**config.mk**
```make
export PLATFORM = sky130hd
export DESIGN_NAME = fbrs_sequencer
export DESIGN_NICKNAME = d
export VERILOG_FILES = /design/src/common/fbrs_pkg.sv /design/src/common/fbrs_stream_if.sv /design/src/logic/fbrs_fifo.sv /design/src/logic/fbrs_sequencer.sv
export SDC_FILE = /design/constraint.sdc
export NUM_CORES = 1
export LEC_CHECK = 0
export BUFFER_PORTS_ARGS = -buffer_cell sky130_fd_sc_hd__buf_2
export CORE_MARGIN = 3
export CORE_UTILIZATION = 61
export CTS_CLUSTER_DIAMETER = 200
export DETAILED_ROUTE_END_ITERATION = 10
export PLACE_DENSITY = 0.76
export SLEW_MARGIN = 20
export SYNTH_ARGS = -nofsm -noshare
export SYNTH_HDL_FRONTEND = slang
export SYNTH_SLANG_ARGS = --single-unit
```
**constraint.sdc**
```tcl
create_clock -name ref_clk_in -period 6.64 [get_ports ref_clk_in]
set_clock_uncertainty 0.1 [all_clocks]
set_input_delay 0.996 -clock ref_clk_in [delete_from_list [all_inputs] [get_ports ref_clk_in]]
set_output_delay 0.996 -clock ref_clk_in [all_outputs]
set_load 0.05 [all_outputs]
```
**src/common/fbrs_pkg.sv**
```systemverilog
// Constants and types shared by the flash burst read sequencer
package fbrs_pkg;
    localparam int unsigned DATA_W     = 16;
    localparam int unsigned ADDR_W     = 20;
    localparam int unsigned REG_AW     = 8;
    localparam int unsigned FIFO_DEPTH = 16;

    // Register offsets, reset value and writable bits
    localparam logic [REG_AW-1:0] CFG_OFF   = 8'h00;
    localparam logic [REG_AW-1:0] STAT_OFF  = 8'h04;
    localparam logic [15:0]       CFG_RESET = 16'h8000;
    localparam logic [15:0]       CFG_WMASK = 16'hbbc7;

    // Field positions of read_config_reg
    localparam int unsigned SYNC_BIT  = 15;
    localparam int unsigned LAT_LSB   = 11;
    localparam int unsigned LAT_W     = 3;
    localparam int unsigned HOLD_BIT  = 9;
    localparam int unsigned WAIT_BIT  = 8;
    localparam int unsigned ORDER_BIT = 7;
    localparam int unsigned EDGE_BIT  = 6;
    localparam int unsigned LEN_LSB   = 0;
    localparam int unsigned LEN_W     = 3;

    // Length codes
    localparam logic [LEN_W-1:0] LEN_4    = 3'h1;
    localparam logic [LEN_W-1:0] LEN_8    = 3'h2;
    localparam logic [LEN_W-1:0] LEN_CONT = 3'h7;

    // Burst address shaping
    localparam logic [ADDR_W-1:0] MASK_4     = 20'h00003;
    localparam logic [ADDR_W-1:0] MASK_8     = 20'h00007;
    localparam logic [ADDR_W-1:0] LAST_IDX_4 = 20'h00003;
    localparam logic [ADDR_W-1:0] LAST_IDX_8 = 20'h00007;
    localparam logic [ADDR_W-1:0] ADDR_LAST  = 20'hfffff;
    localparam logic [3:0]        BOUND_LAST = 4'hf;
    localparam logic [1:0]        GROUP_LAST = 2'h3;
    localparam logic [1:0]        GROUP_FIRST = 2'h0;

    // Bus clocks added to the latency code before the first word
    localparam logic [3:0] LAT_OFFSET = 4'h2;

    typedef enum logic [3:0] {
        ST_IDLE = 4'h1,
        ST_LAT  = 4'h2,
        ST_DATA = 4'h4,
        ST_GAP  = 4'h8
    } fbrs_state_e;
endpackage : fbrs_pkg

```
**src/common/fbrs_stream_if.sv**
```systemverilog
// Valid/ready word stream between sequencer and buffer
`timescale 1ns/10ps
interface fbrs_stream_if;
    logic                        valid;
    logic                        ready;
    logic [fbrs_pkg::DATA_W-1:0] data;
    modport tx (output valid, output data, input ready);
    modport rx (input valid, input data, output ready);
endinterface : fbrs_stream_if

```
**src/logic/fbrs_fifo.sv**
```systemverilog
// Word FIFO with valid/ready on both sides and synchronous flush
`timescale 1ns/10ps
module fbrs_fifo #(
    parameter int unsigned WIDTH = 16,
    parameter int unsigned DEPTH = 16
) (
    input  wire logic                     ref_clk_in,
    input  wire logic                     rst_b_in,
    input  wire logic                     flush_in,
    fbrs_stream_if.rx                     push_if,
    fbrs_stream_if.tx                     pop_if,
    output logic [$clog2(DEPTH):0]        level_out
);
    localparam int unsigned PW = $clog2(DEPTH);

    logic [WIDTH-1:0] mem_q [DEPTH];
    logic [PW:0]      wr_q;
    logic [PW:0]      rd_q;
    logic             full;
    logic             empty;
    logic             do_push;
    logic             do_pop;

    assign full      = (wr_q[PW] != rd_q[PW]) && (wr_q[PW-1:0] == rd_q[PW-1:0]);
    assign empty     = (wr_q == rd_q);
    assign do_push   = push_if.valid && !full;
    assign do_pop    = pop_if.ready && !empty;
    assign push_if.ready = !full;
    assign pop_if.valid  = !empty;
    assign pop_if.data   = mem_q[rd_q[PW-1:0]];
    assign level_out     = wr_q - rd_q;

    // Storage
    always_ff @(posedge ref_clk_in) begin
        if (do_push) begin
            mem_q[wr_q[PW-1:0]] <= push_if.data;
        end
    end

    // Pointers
    always_ff @(posedge ref_clk_in or negedge rst_b_in) begin
        if (!rst_b_in) begin
            wr_q <= '0;
            rd_q <= '0;
        end else if (flush_in) begin
            wr_q <= '0;
            rd_q <= '0;
        end else begin
            if (do_push) begin
                wr_q <= wr_q + 1'b1;
            end
            if (do_pop) begin
                rd_q <= rd_q + 1'b1;
            end
        end
    end
endmodule : fbrs_fifo

```
**src/logic/fbrs_sequencer.sv**
```systemverilog
// Synchronous burst read sequencer of the flash read path
`timescale 1ns/10ps
// Notes on behaviour
// [RQ1] Each word held one or two clocks
// [RQ2] Master picks two-clock hold when timing tight
// [RQ3] Wait asserted during delay or one earlier
// [RQ4] Linear or interleaved order; continuous linear only
// [RQ5] Interleaved word is start offset XOR count
// [RQ6] Linear fixed bursts wrap inside aligned group
// [RQ7] Start, data and wait on chosen edge
// [RQ8] Lengths four, eight words or continuous
// [RQ9] Continuous runs linearly to address space end
// [RQ10] Boundary delay absent for four-word-aligned starts
// [RQ11] Start at group end gives full latency delay
// [RQ12] Boundary delay at most once per burst
// [RQ13] Wait flags delay; master holds off sampling
// [RQ14] Length codes 001, 010, 111 only
// [RQ15] Mode bit: 0 burst, 1 page, default page
// [RQ16] Latency code sets clocks to first word
// [RQ17] Fixed encodings of hold, wait, order, edge
// [RQ18] Latch start address, count once per word
// [RQ19] Wait deasserted unless boundary delay pending
module fbrs_sequencer (
    input  wire logic                          ref_clk_in,
    input  wire logic                          rst_b_in,
    input  wire logic [fbrs_pkg::REG_AW-1:0]   reg_addr_in,
    input  wire logic [15:0]                   reg_wdata_in,
    input  wire logic                          reg_wr_in,
    input  wire logic                          reg_rd_in,
    output logic      [15:0]                   reg_rdata_out,
    input  wire logic                          bus_clk_in,
    input  wire logic                          chip_en_n_in,
    input  wire logic                          addr_valid_n_in,
    input  wire logic [fbrs_pkg::ADDR_W-1:0]   addr_in,
    output logic      [fbrs_pkg::ADDR_W-1:0]   array_addr_out,
    output logic                               array_rd_out,
    input  wire logic [fbrs_pkg::DATA_W-1:0]   array_data_in,
    output logic      [fbrs_pkg::DATA_W-1:0]   dq_out,
    output logic                               dq_oe_n_out,
    output logic                               stall_n_out
);
    localparam int unsigned AW = fbrs_pkg::ADDR_W;
    localparam int unsigned DW = fbrs_pkg::DATA_W;
    localparam int unsigned LW = $clog2(fbrs_pkg::FIFO_DEPTH) + 1;

    fbrs_pkg::fbrs_state_e state_q;
    fbrs_pkg::fbrs_state_e state_d;
    logic [15:0]              cfg_q;
    logic [15:0]              bcfg_q;
    logic [15:0]              rdata_q;
    logic                     bus_clk_q;
    logic                     tick;
    logic                     sync_mode;
    logic                     start;
    logic                     abort;
    logic [AW-1:0]            start_q;
    logic [AW-1:0]            fetch_cnt_q;
    logic [AW-1:0]            out_cnt_q;
    logic [AW-1:0]            out_cnt_d;
    logic [AW-1:0]            fetch_addr;
    logic [AW-1:0]            cur_addr;
    logic [AW-1:0]            nxt_addr;
    logic [AW-1:0]            last_idx;
    logic                     fetch_active_q;
    logic                     fetch_rd_q;
    logic                     rd_pend_q;
    logic                     page_rd_q;
    logic                     issue;
    logic                     fetch_last;
    logic [AW-1:0]            array_addr_q;
    logic                     array_rd_q;
    logic [DW-1:0]            dq_q;
    logic                     dq_oe_n_q;
    logic                     stall_n_q;
    logic                     stall_n_d;
    logic [3:0]               tick_cnt_q;
    logic [3:0]               tick_cnt_d;
    logic                     hold_cnt_q;
    logic                     hold_cnt_d;
    logic                     gap_done_q;
    logic                     gap_done_d;
    logic                     pop_now;
    logic                     burst_end;
    logic                     gap_due;
    logic                     gap_due_d;
    logic [3:0]               gap_len;
    logic [3:0]               lat_ext;
    logic [3:0]               group_gap;
    logic [LW-1:0]            level;
    logic [fbrs_pkg::LEN_W-1:0] b_len;
    logic [fbrs_pkg::LAT_W-1:0] b_lat;
    logic                     b_lin;
    logic                     b_hold;
    logic                     b_wait_early;
    logic                     b_cont;

    fbrs_stream_if push_if ();
    fbrs_stream_if pop_if ();

    // Burst word address for a given count
    function automatic logic [AW-1:0] seq_addr(input logic [AW-1:0] base,
                                               input logic [AW-1:0] cnt,
                                               input logic [fbrs_pkg::LEN_W-1:0] len,
                                               input logic lin);
        logic [AW-1:0] msk;
        msk = (len == fbrs_pkg::LEN_8) ? fbrs_pkg::MASK_8 : fbrs_pkg::MASK_4;
        if (len == fbrs_pkg::LEN_CONT) begin
            seq_addr = base + cnt;
        end else if (lin) begin
            seq_addr = (base & ~msk) | ((base + cnt) & msk);
        end else begin
            seq_addr = (base & ~msk) | ((base ^ cnt) & msk);
        end
    endfunction : seq_addr

    // Configuration fields of the running burst
    // [RQ17] fixed bit meanings
    assign b_len        = bcfg_q[fbrs_pkg::LEN_LSB +: fbrs_pkg::LEN_W];
    assign b_lat        = bcfg_q[fbrs_pkg::LAT_LSB +: fbrs_pkg::LAT_W];
    assign b_lin        = bcfg_q[fbrs_pkg::ORDER_BIT];
    assign b_hold       = bcfg_q[fbrs_pkg::HOLD_BIT];
    assign b_wait_early = bcfg_q[fbrs_pkg::WAIT_BIT];
    // [RQ8] length decode
    assign b_cont   = (b_len == fbrs_pkg::LEN_CONT);
    // [RQ14] reserved codes run as four words
    assign last_idx = (b_len == fbrs_pkg::LEN_8) ? fbrs_pkg::LAST_IDX_8 : fbrs_pkg::LAST_IDX_4;

    // Register file
    always_ff @(posedge ref_clk_in or negedge rst_b_in) begin
        if (!rst_b_in) begin
            cfg_q <= fbrs_pkg::CFG_RESET;
        end else if (reg_wr_in && reg_addr_in == fbrs_pkg::CFG_OFF) begin
            cfg_q <= reg_wdata_in & fbrs_pkg::CFG_WMASK;
        end
    end

    always_ff @(posedge ref_clk_in or negedge rst_b_in) begin
        if (!rst_b_in) begin
            rdata_q <= '0;
        end else if (reg_rd_in) begin
            case (reg_addr_in)
                fbrs_pkg::CFG_OFF:  rdata_q <= cfg_q;
                fbrs_pkg::STAT_OFF: rdata_q <= {5'h00, fetch_active_q, level, gap_done_q,
                                                state_q};
                default:            rdata_q <= '0;
            endcase
        end else begin
            rdata_q <= '0;
        end
    end

    // Bus clock edge detect
    always_ff @(posedge ref_clk_in or negedge rst_b_in) begin
        if (!rst_b_in) begin
            bus_clk_q <= 1'b0;
        end else begin
            bus_clk_q <= bus_clk_in;
        end
    end

    // [RQ7] active edge chosen by edge bit
    assign tick = cfg_q[fbrs_pkg::EDGE_BIT] ? (bus_clk_in & ~bus_clk_q)
                                            : (~bus_clk_in & bus_clk_q);
    // [RQ15] burst only with mode bit clear
    assign sync_mode = ~cfg_q[fbrs_pkg::SYNC_BIT];
    assign start     = tick && sync_mode && !chip_en_n_in && !addr_valid_n_in;
    assign abort     = chip_en_n_in || !sync_mode;

    // [RQ18] latch start address and settings
    always_ff @(posedge ref_clk_in or negedge rst_b_in) begin
        if (!rst_b_in) begin
            start_q <= '0;
            bcfg_q  <= fbrs_pkg::CFG_RESET;
        end else if (start) begin
            start_q <= addr_in;
            bcfg_q  <= cfg_q;
        end
    end

    // Fetch engine filling the buffer
    // [RQ4] [RQ5] [RQ6] [RQ9] burst address order
    assign fetch_addr = seq_addr(start_q, fetch_cnt_q, b_len, b_lin);
    assign fetch_last = b_cont ? (fetch_addr == fbrs_pkg::ADDR_LAST) : (fetch_cnt_q == last_idx);
    assign issue      = fetch_active_q && !fetch_rd_q && !rd_pend_q && push_if.ready;

    always_ff @(posedge ref_clk_in or negedge rst_b_in) begin
        if (!rst_b_in) begin
            fetch_active_q <= 1'b0;
            fetch_cnt_q    <= '0;
            fetch_rd_q     <= 1'b0;
            rd_pend_q      <= 1'b0;
        end else if (start || abort) begin
            fetch_active_q <= start;
            fetch_cnt_q    <= '0;
            fetch_rd_q     <= 1'b0;
            rd_pend_q      <= 1'b0;
        end else begin
            fetch_rd_q <= issue;
            rd_pend_q  <= fetch_rd_q;
            if (issue) begin
                fetch_cnt_q <= fetch_cnt_q + 1'b1;
                if (fetch_last) begin
                    fetch_active_q <= 1'b0;
                end
            end
        end
    end

    // Array port, shared with page reads
    always_ff @(posedge ref_clk_in or negedge rst_b_in) begin
        if (!rst_b_in) begin
            array_addr_q <= '0;
            array_rd_q   <= 1'b0;
            page_rd_q    <= 1'b0;
        end else begin
            if (issue) begin
                array_addr_q <= fetch_addr;
            end else if (!sync_mode && !chip_en_n_in) begin
                array_addr_q <= addr_in;
            end
            array_rd_q <= issue || (!sync_mode && !chip_en_n_in);
            page_rd_q  <= !sync_mode && !chip_en_n_in;
        end
    end

    assign push_if.valid = rd_pend_q;
    assign push_if.data  = array_data_in;
    assign pop_if.ready  = pop_now;

    fbrs_fifo #(
        .WIDTH (fbrs_pkg::DATA_W),
        .DEPTH (fbrs_pkg::FIFO_DEPTH)
    ) u_fifo (
        .ref_clk_in (ref_clk_in),
        .rst_b_in   (rst_b_in),
        .flush_in   (start || abort),
        .push_if    (push_if),
        .pop_if     (pop_if),
        .level_out  (level)
    );

    // Boundary delay length from start offset
    assign lat_ext   = {1'b0, b_lat};
    assign group_gap = 4'(fbrs_pkg::GROUP_LAST - start_q[1:0]);
    always_comb begin
        // [RQ10] aligned start, no delay
        if (start_q[1:0] == fbrs_pkg::GROUP_FIRST) begin
            gap_len = '0;
        // [RQ11] worst case equals latency code
        end else if (lat_ext > group_gap) begin
            gap_len = lat_ext - group_gap;
        end else begin
            gap_len = '0;
        end
    end

    assign cur_addr  = seq_addr(start_q, out_cnt_q, b_len, b_lin);
    assign nxt_addr  = seq_addr(start_q, out_cnt_d, b_len, b_lin);
    // [RQ9] continuous stops at last address
    assign burst_end = b_cont ? (cur_addr == fbrs_pkg::ADDR_LAST) : (out_cnt_q == last_idx);
    // [RQ12] once, only on boundary crossing
    assign gap_due   = b_cont && !gap_done_q && (gap_len != '0)
                       && (cur_addr[3:0] == fbrs_pkg::BOUND_LAST);
    assign gap_due_d = b_cont && !gap_done_d && (gap_len != '0)
                       && (nxt_addr[3:0] == fbrs_pkg::BOUND_LAST);

    // Output sequencing on bus clock edges
    always_comb begin
        state_d    = state_q;
        tick_cnt_d = tick_cnt_q;
        hold_cnt_d = hold_cnt_q;
        out_cnt_d  = out_cnt_q;
        gap_done_d = gap_done_q;
        pop_now    = 1'b0;
        if (start) begin
            // [RQ16] latency from strobe to first word
            state_d    = fbrs_pkg::ST_LAT;
            tick_cnt_d = {1'b0, cfg_q[fbrs_pkg::LAT_LSB +: fbrs_pkg::LAT_W]}
                         + fbrs_pkg::LAT_OFFSET - 4'h1;
            hold_cnt_d = 1'b0;
            out_cnt_d  = '0;
            gap_done_d = 1'b0;
        end else if (abort) begin
            state_d = fbrs_pkg::ST_IDLE;
        end else if (tick) begin
            case (state_q)
                fbrs_pkg::ST_IDLE: begin
                    state_d = fbrs_pkg::ST_IDLE;
                end
                fbrs_pkg::ST_LAT: begin
                    if (tick_cnt_q != '0) begin
                        tick_cnt_d = tick_cnt_q - 4'h1;
                    end else if (pop_if.valid) begin
                        pop_now = 1'b1;
                        state_d = fbrs_pkg::ST_DATA;
                    end
                end
                fbrs_pkg::ST_DATA: begin
                    // [RQ1] hold one or two clocks
                    if (hold_cnt_q != b_hold) begin
                        hold_cnt_d = 1'b1;
                    end else if (burst_end) begin
                        state_d = fbrs_pkg::ST_IDLE;
                    end else if (gap_due) begin
                        state_d    = fbrs_pkg::ST_GAP;
                        tick_cnt_d = gap_len - 4'h1;
                        gap_done_d = 1'b1;
                    end else if (pop_if.valid) begin
                        // [RQ18] count once per word
                        pop_now    = 1'b1;
                        hold_cnt_d = 1'b0;
                        out_cnt_d  = out_cnt_q + 1'b1;
                    end
                end
                fbrs_pkg::ST_GAP: begin
                    // [RQ13] no new word during delay
                    if (tick_cnt_q != '0) begin
                        tick_cnt_d = tick_cnt_q - 4'h1;
                    end else if (pop_if.valid) begin
                        pop_now    = 1'b1;
                        hold_cnt_d = 1'b0;
                        out_cnt_d  = out_cnt_q + 1'b1;
                        state_d    = fbrs_pkg::ST_DATA;
                    end
                end
                default: begin
                    state_d = fbrs_pkg::ST_IDLE;
                end
            endcase
        end
    end

    // [RQ3] [RQ19] wait during delay or one word early
    assign stall_n_d = !((state_d == fbrs_pkg::ST_GAP)
                         || (b_wait_early && state_d == fbrs_pkg::ST_DATA && gap_due_d));

    always_ff @(posedge ref_clk_in or negedge rst_b_in) begin
        if (!rst_b_in) begin
            state_q    <= fbrs_pkg::ST_IDLE;
            tick_cnt_q <= '0;
            hold_cnt_q <= 1'b0;
            out_cnt_q  <= '0;
            gap_done_q <= 1'b0;
            stall_n_q  <= 1'b1;
        end else begin
            state_q    <= state_d;
            tick_cnt_q <= tick_cnt_d;
            hold_cnt_q <= hold_cnt_d;
            out_cnt_q  <= out_cnt_d;
            gap_done_q <= gap_done_d;
            stall_n_q  <= stall_n_d;
        end
    end

    // Data pins
    always_ff @(posedge ref_clk_in or negedge rst_b_in) begin
        if (!rst_b_in) begin
            dq_q      <= '0;
            dq_oe_n_q <= 1'b1;
        end else begin
            if (pop_now) begin
                dq_q <= pop_if.data;
            end else if (page_rd_q) begin
                dq_q <= array_data_in;
            end
            dq_oe_n_q <= !(state_d == fbrs_pkg::ST_DATA || state_d == fbrs_pkg::ST_GAP
                           || (page_rd_q && !chip_en_n_in && !sync_mode));
        end
    end

    assign reg_rdata_out  = rdata_q;
    assign array_addr_out = array_addr_q;
    assign array_rd_out   = array_rd_q;
    assign dq_out         = dq_q;
    assign dq_oe_n_out    = dq_oe_n_q;
    assign stall_n_out    = stall_n_q;
endmodule : fbrs_sequencer

```
==> run summary <==
Outcome -> finished clean
Synthesized net count -> 1695
Fin crit share -> 87.6%
Cell Rows -> 65
Critical Path Source -> start_q[1]
PD cells -> 290 nW/um^2
Post-CTS Resized -> 0
CP cell instances -> inv_1, fa_1, nor3_2, a31oi_1, nor4b_2, nand4b_1, a2111oi_2, a31oi_1, a221oi_4, or2_2, o21ai_0, o21ai_0, a32oi_1, o32ai_1, ha_1, a21o_1, a21oi_1, nand3_1, nor4_1, a211oi_1, and3_1, o21ai_1, a21o_1
HP Start -> cfg_q[2]
Chip width -> 187 um
Cell area after layout -> 22600 sq um
Via density -> 6.26
Max VDD drop -> 0.268 mV
Antenna-violating nets left -> 0
Initial antenna violation count -> 0
Total iterations of the first detailed-routing run -> 5
CP endpoint kind -> register
Hold Buf Count CTS -> 0
Ys async rst share -> 38.3%
Gr usage total -> 28.6%
Main synth FF type -> edfxtp_1
CTS HTree Levels -> 2
DP HPWL -> 30.9 mm
Clk_lat worst skew -> 560 ps
# clock sinks -> 415
Port Buf Inserts -> 115
Root Driver -> clkbuf_16
Synth Instances -> 1567
DIE AREA -> 34900 sq um
Total Routed Length -> 49.5 mm
Initial DRC Count -> 1137
Critical path data required time -> 7040 ps
Top-area cell type share of the netlist area -> 38.5%
Worst hold path type -> register to register
First-pass GRT wire length -> 77.9 mm
Maxcap violations -> 0
Vias in the first global route -> 13.7k
CTS tree -> yes
GPL Wtd Cong -> 0.949
Postcts setup bufs -> 0
Final Hold Fails -> 0
Die H -> 187 um
EDFF count, synth -> 256
Crit start category -> register
Slowest stage cell, crit path -> dfrtp_1
Area grow syn2layout -> 13.2%
Unrepaired setup endpoints after global routing -> false
# IOs -> 122
Sequential share of the synthesized area -> 58.5%
Core Area -> 31900 sq um
Worst r2r src -> start_q[1]
Share of layout cells above drive strength 1 -> 20.9%
Critical path arrival -> 6210 ps
Slowest stage delay, CP -> 550 ps
Mean Syn Cell Area -> 12.7 sq um
Slew headroom -> 33.4%
Fin. max-slew vios -> 0
Largest area contributor in the netlist -> edfxtp_1
Starting Density -> 62.6%
Leak -> 8.73 nW
Top post-synthesis cells by area -> edfxtp_1 39%, dfrtp_1 19%, mux4_2 9.0%
CP Class -> register to register
CP top delay family -> compound AO/OA/AOI/OAI gates
Fmax -> 0.172 GHz
GRT overflow -> 0
Vias -> 13.5k
Nets@finish -> 1815
Worst slew pin tran -> 997 ps
Placement Cell Area -> 21100 sq um
Mapped Area -> 19900 sq um
Residual DRC -> 0
Tmin final -> 5820 ps
Power after layout -> 6.55 mW
Crit-path max FO -> 10
Setup Total Neg Slack -> 0 ps
Clock transition at path regs -> 60 ps
Largest net degree at the start of global routing -> 102
#FFs+latches synth -> 415
Maximum root-to-sink buffer count -> 3
Final setup violation count -> 0
Fill count -> 2180
Wirelength per Cell -> 22.9 um
Buf/Inv on CP -> 1
Num CTS Buffers -> 43
Ys Warns -> 0
Netlist cell types -> 82
==> state kept, by name, indices dropped and copies added, names as in the netlist, 4 cells and up <==
name            flops
tick_cnt_q          4
state_q             4
u_fifo.wr_q         5
dq_out             16
out_cnt_q          20
start_q            20
cfg_q              11
u_fifo.mem_q      256
array_addr_out     20
u_fifo.rd_q         5
fetch_cnt_q        20
reg_rdata_out      15
bcfg_q              9
==> worst reg2reg max path, delay by kind of cell (launching register included) <==
kind | cells | cell delay, ps
flip-flops | 1 | 550
buffers and inverters | 1 | 190
AO/OA/AOI/OAI | 13 | 2380
AND/OR/NAND/NOR | 7 | 1660
adder cells (fa/ha/maj) | 2 | 860
==> layer usage <==
| metal | GRT usage, % | vias up | share of wire (%) |
|---|---|---|---|
| li1 | - | 6107 | - |
| met1 | 37.6 | 6759 | 39 |
| met2 | 50.1 | 559 | 52 |
| met3 | 4.51 | 89 | 6.9 |
| met4 | 7.79 | 0 | 2.4 |
| met5 | 0 | - | 0 |
==> area by class of cell <==
cell class,count,area (sq um),share of cell area [%]
flip-flops and latches,415,11700,51.7
clock inverters,20,240,1.06
diodes,1,2.50,0.0111
well taps,435,544,2.41
multi-input cells,1048,7960,35.3
repair buffers,143,792,3.51
inverters,36,135,0.599
clock buffers,60,1220,5.41
==> stage by stage <==
| step | utilization, % | setup slack (ps) | instances | hold slack, ps |
|---|---|---|---|---|
| after detailed placement | 66.1 | 835 | 2077 | 367 |
| after CTS | 70.7 | 808 | 2157 | 387 |
| after global placement | 66.1 | 894 | 2077 | 365 |
| final | 70.8 | 825 | 2158 | 384 |
| after floorplan | - | 1740 | 1567 | 346 |
| after global routing | 70.8 | 257 | 2157 | 400 |
==> path summary, 6_finish.rpt <==
| path | endpoint | slack [ps] | cells after the start |
|---|---|---|---|
| hold / removal | bcfg_q[2] | 380 | 2 |
| hold reg to reg | bcfg_q[2] | 380 | 2 |
| setup reg to reg | stall_n_out | 820 | 23 |
| max in group asynchronous | u_fifo.rd_q[0] | 4470 | 2 |
| setup / recovery | stall_n_out | 820 | 23 |
| min in group asynchronous | bcfg_q[11] | 450 | 1 |
==> cell families after synthesis <==
family | Yosys count | synth area share [%]
DFF | 415 | 58.5
and+or+nand+nor | 536 | 12.5
xor gates and xnor gates | 66 | 2.90
buffers and inverters | 104 | 2.10
muxes | 128 | 11.5
adders and majority gates | 61 | 4.02
other | 1 | 0.0188
AOI/OAI and AO/OA | 256 | 8.42
==> placed cells by master, fill, tap and decap left out, types with 13 or more instances in the layout <==
| master | count |
|---|---|
| nand3_1 | 32 |
| a21o_1 | 15 |
| nor3_1 | 15 |
| ha_1 | 56 |
| a22o_1 | 15 |
| xor2_1 | 33 |
| inv_1 | 35 |
| mux2_2 | 13 |
| o21ai_0 | 71 |
| buf_4 | 28 |
| mux2i_1 | 33 |
| xnor2_1 | 33 |
| a21oi_1 | 58 |
| nor4_1 | 16 |
| nand4_1 | 26 |
| clkbuf_16 | 43 |
| dfrtp_1 | 153 |
| nand2_1 | 233 |
| and3_1 | 16 |
| nor2_1 | 108 |
| mux4_2 | 80 |
| edfxtp_1 | 256 |
| a31oi_1 | 17 |
| buf_2 | 114 |
==> where the power goes <==
part | internal (mW) | total [mW] | switching (mW)
Combinational | 0.319 | 1.07 | 0.751
Clock | 1.45 | 2.47 | 1.02
Sequential | 2.89 | 3.01 | 0.129
Total | 4.65 | 6.55 | 1.90
==> cell usage after synthesis (3+ instances only) <==
| cell | number |
|---|---|
| o221ai_1 | 4 |
| a21o_1 | 15 |
| inv_1 | 35 |
| and3_1 | 16 |
| fa_1 | 5 |
| or3_1 | 11 |
| clkbuf_1 | 44 |
| a31oi_1 | 17 |
| a21oi_1 | 59 |
| a22o_1 | 15 |
| buf_2 | 7 |
| buf_1 | 13 |
| nor4b_1 | 4 |
| o22ai_1 | 3 |
| nor4_1 | 20 |
| dfrtp_1 | 155 |
| o21a_1 | 11 |
| xnor2_1 | 33 |
| or4_1 | 4 |
| nor2_1 | 117 |
| nand4b_1 | 3 |
| o21ai_0 | 72 |
| mux2_2 | 13 |
| nor3_1 | 20 |
| and2_1 | 10 |
| xor2_1 | 33 |
| edfxtp_1 | 256 |
| nand2b_1 | 11 |
| nand2_1 | 233 |
| mux4_2 | 80 |
| ha_1 | 56 |
| nor2b_1 | 8 |
| a22oi_1 | 3 |
| mux2i_1 | 33 |
| nand4_1 | 26 |
| o31ai_1 | 9 |
| and4_1 | 3 |
| a211oi_1 | 9 |
| nand3_1 | 32 |
| dfstp_2 | 4 |
| buf_4 | 3 |
| o21ai_1 | 6 |
| or2_2 | 5 |
Note: power is estimated with default switching activity, not from simulation.
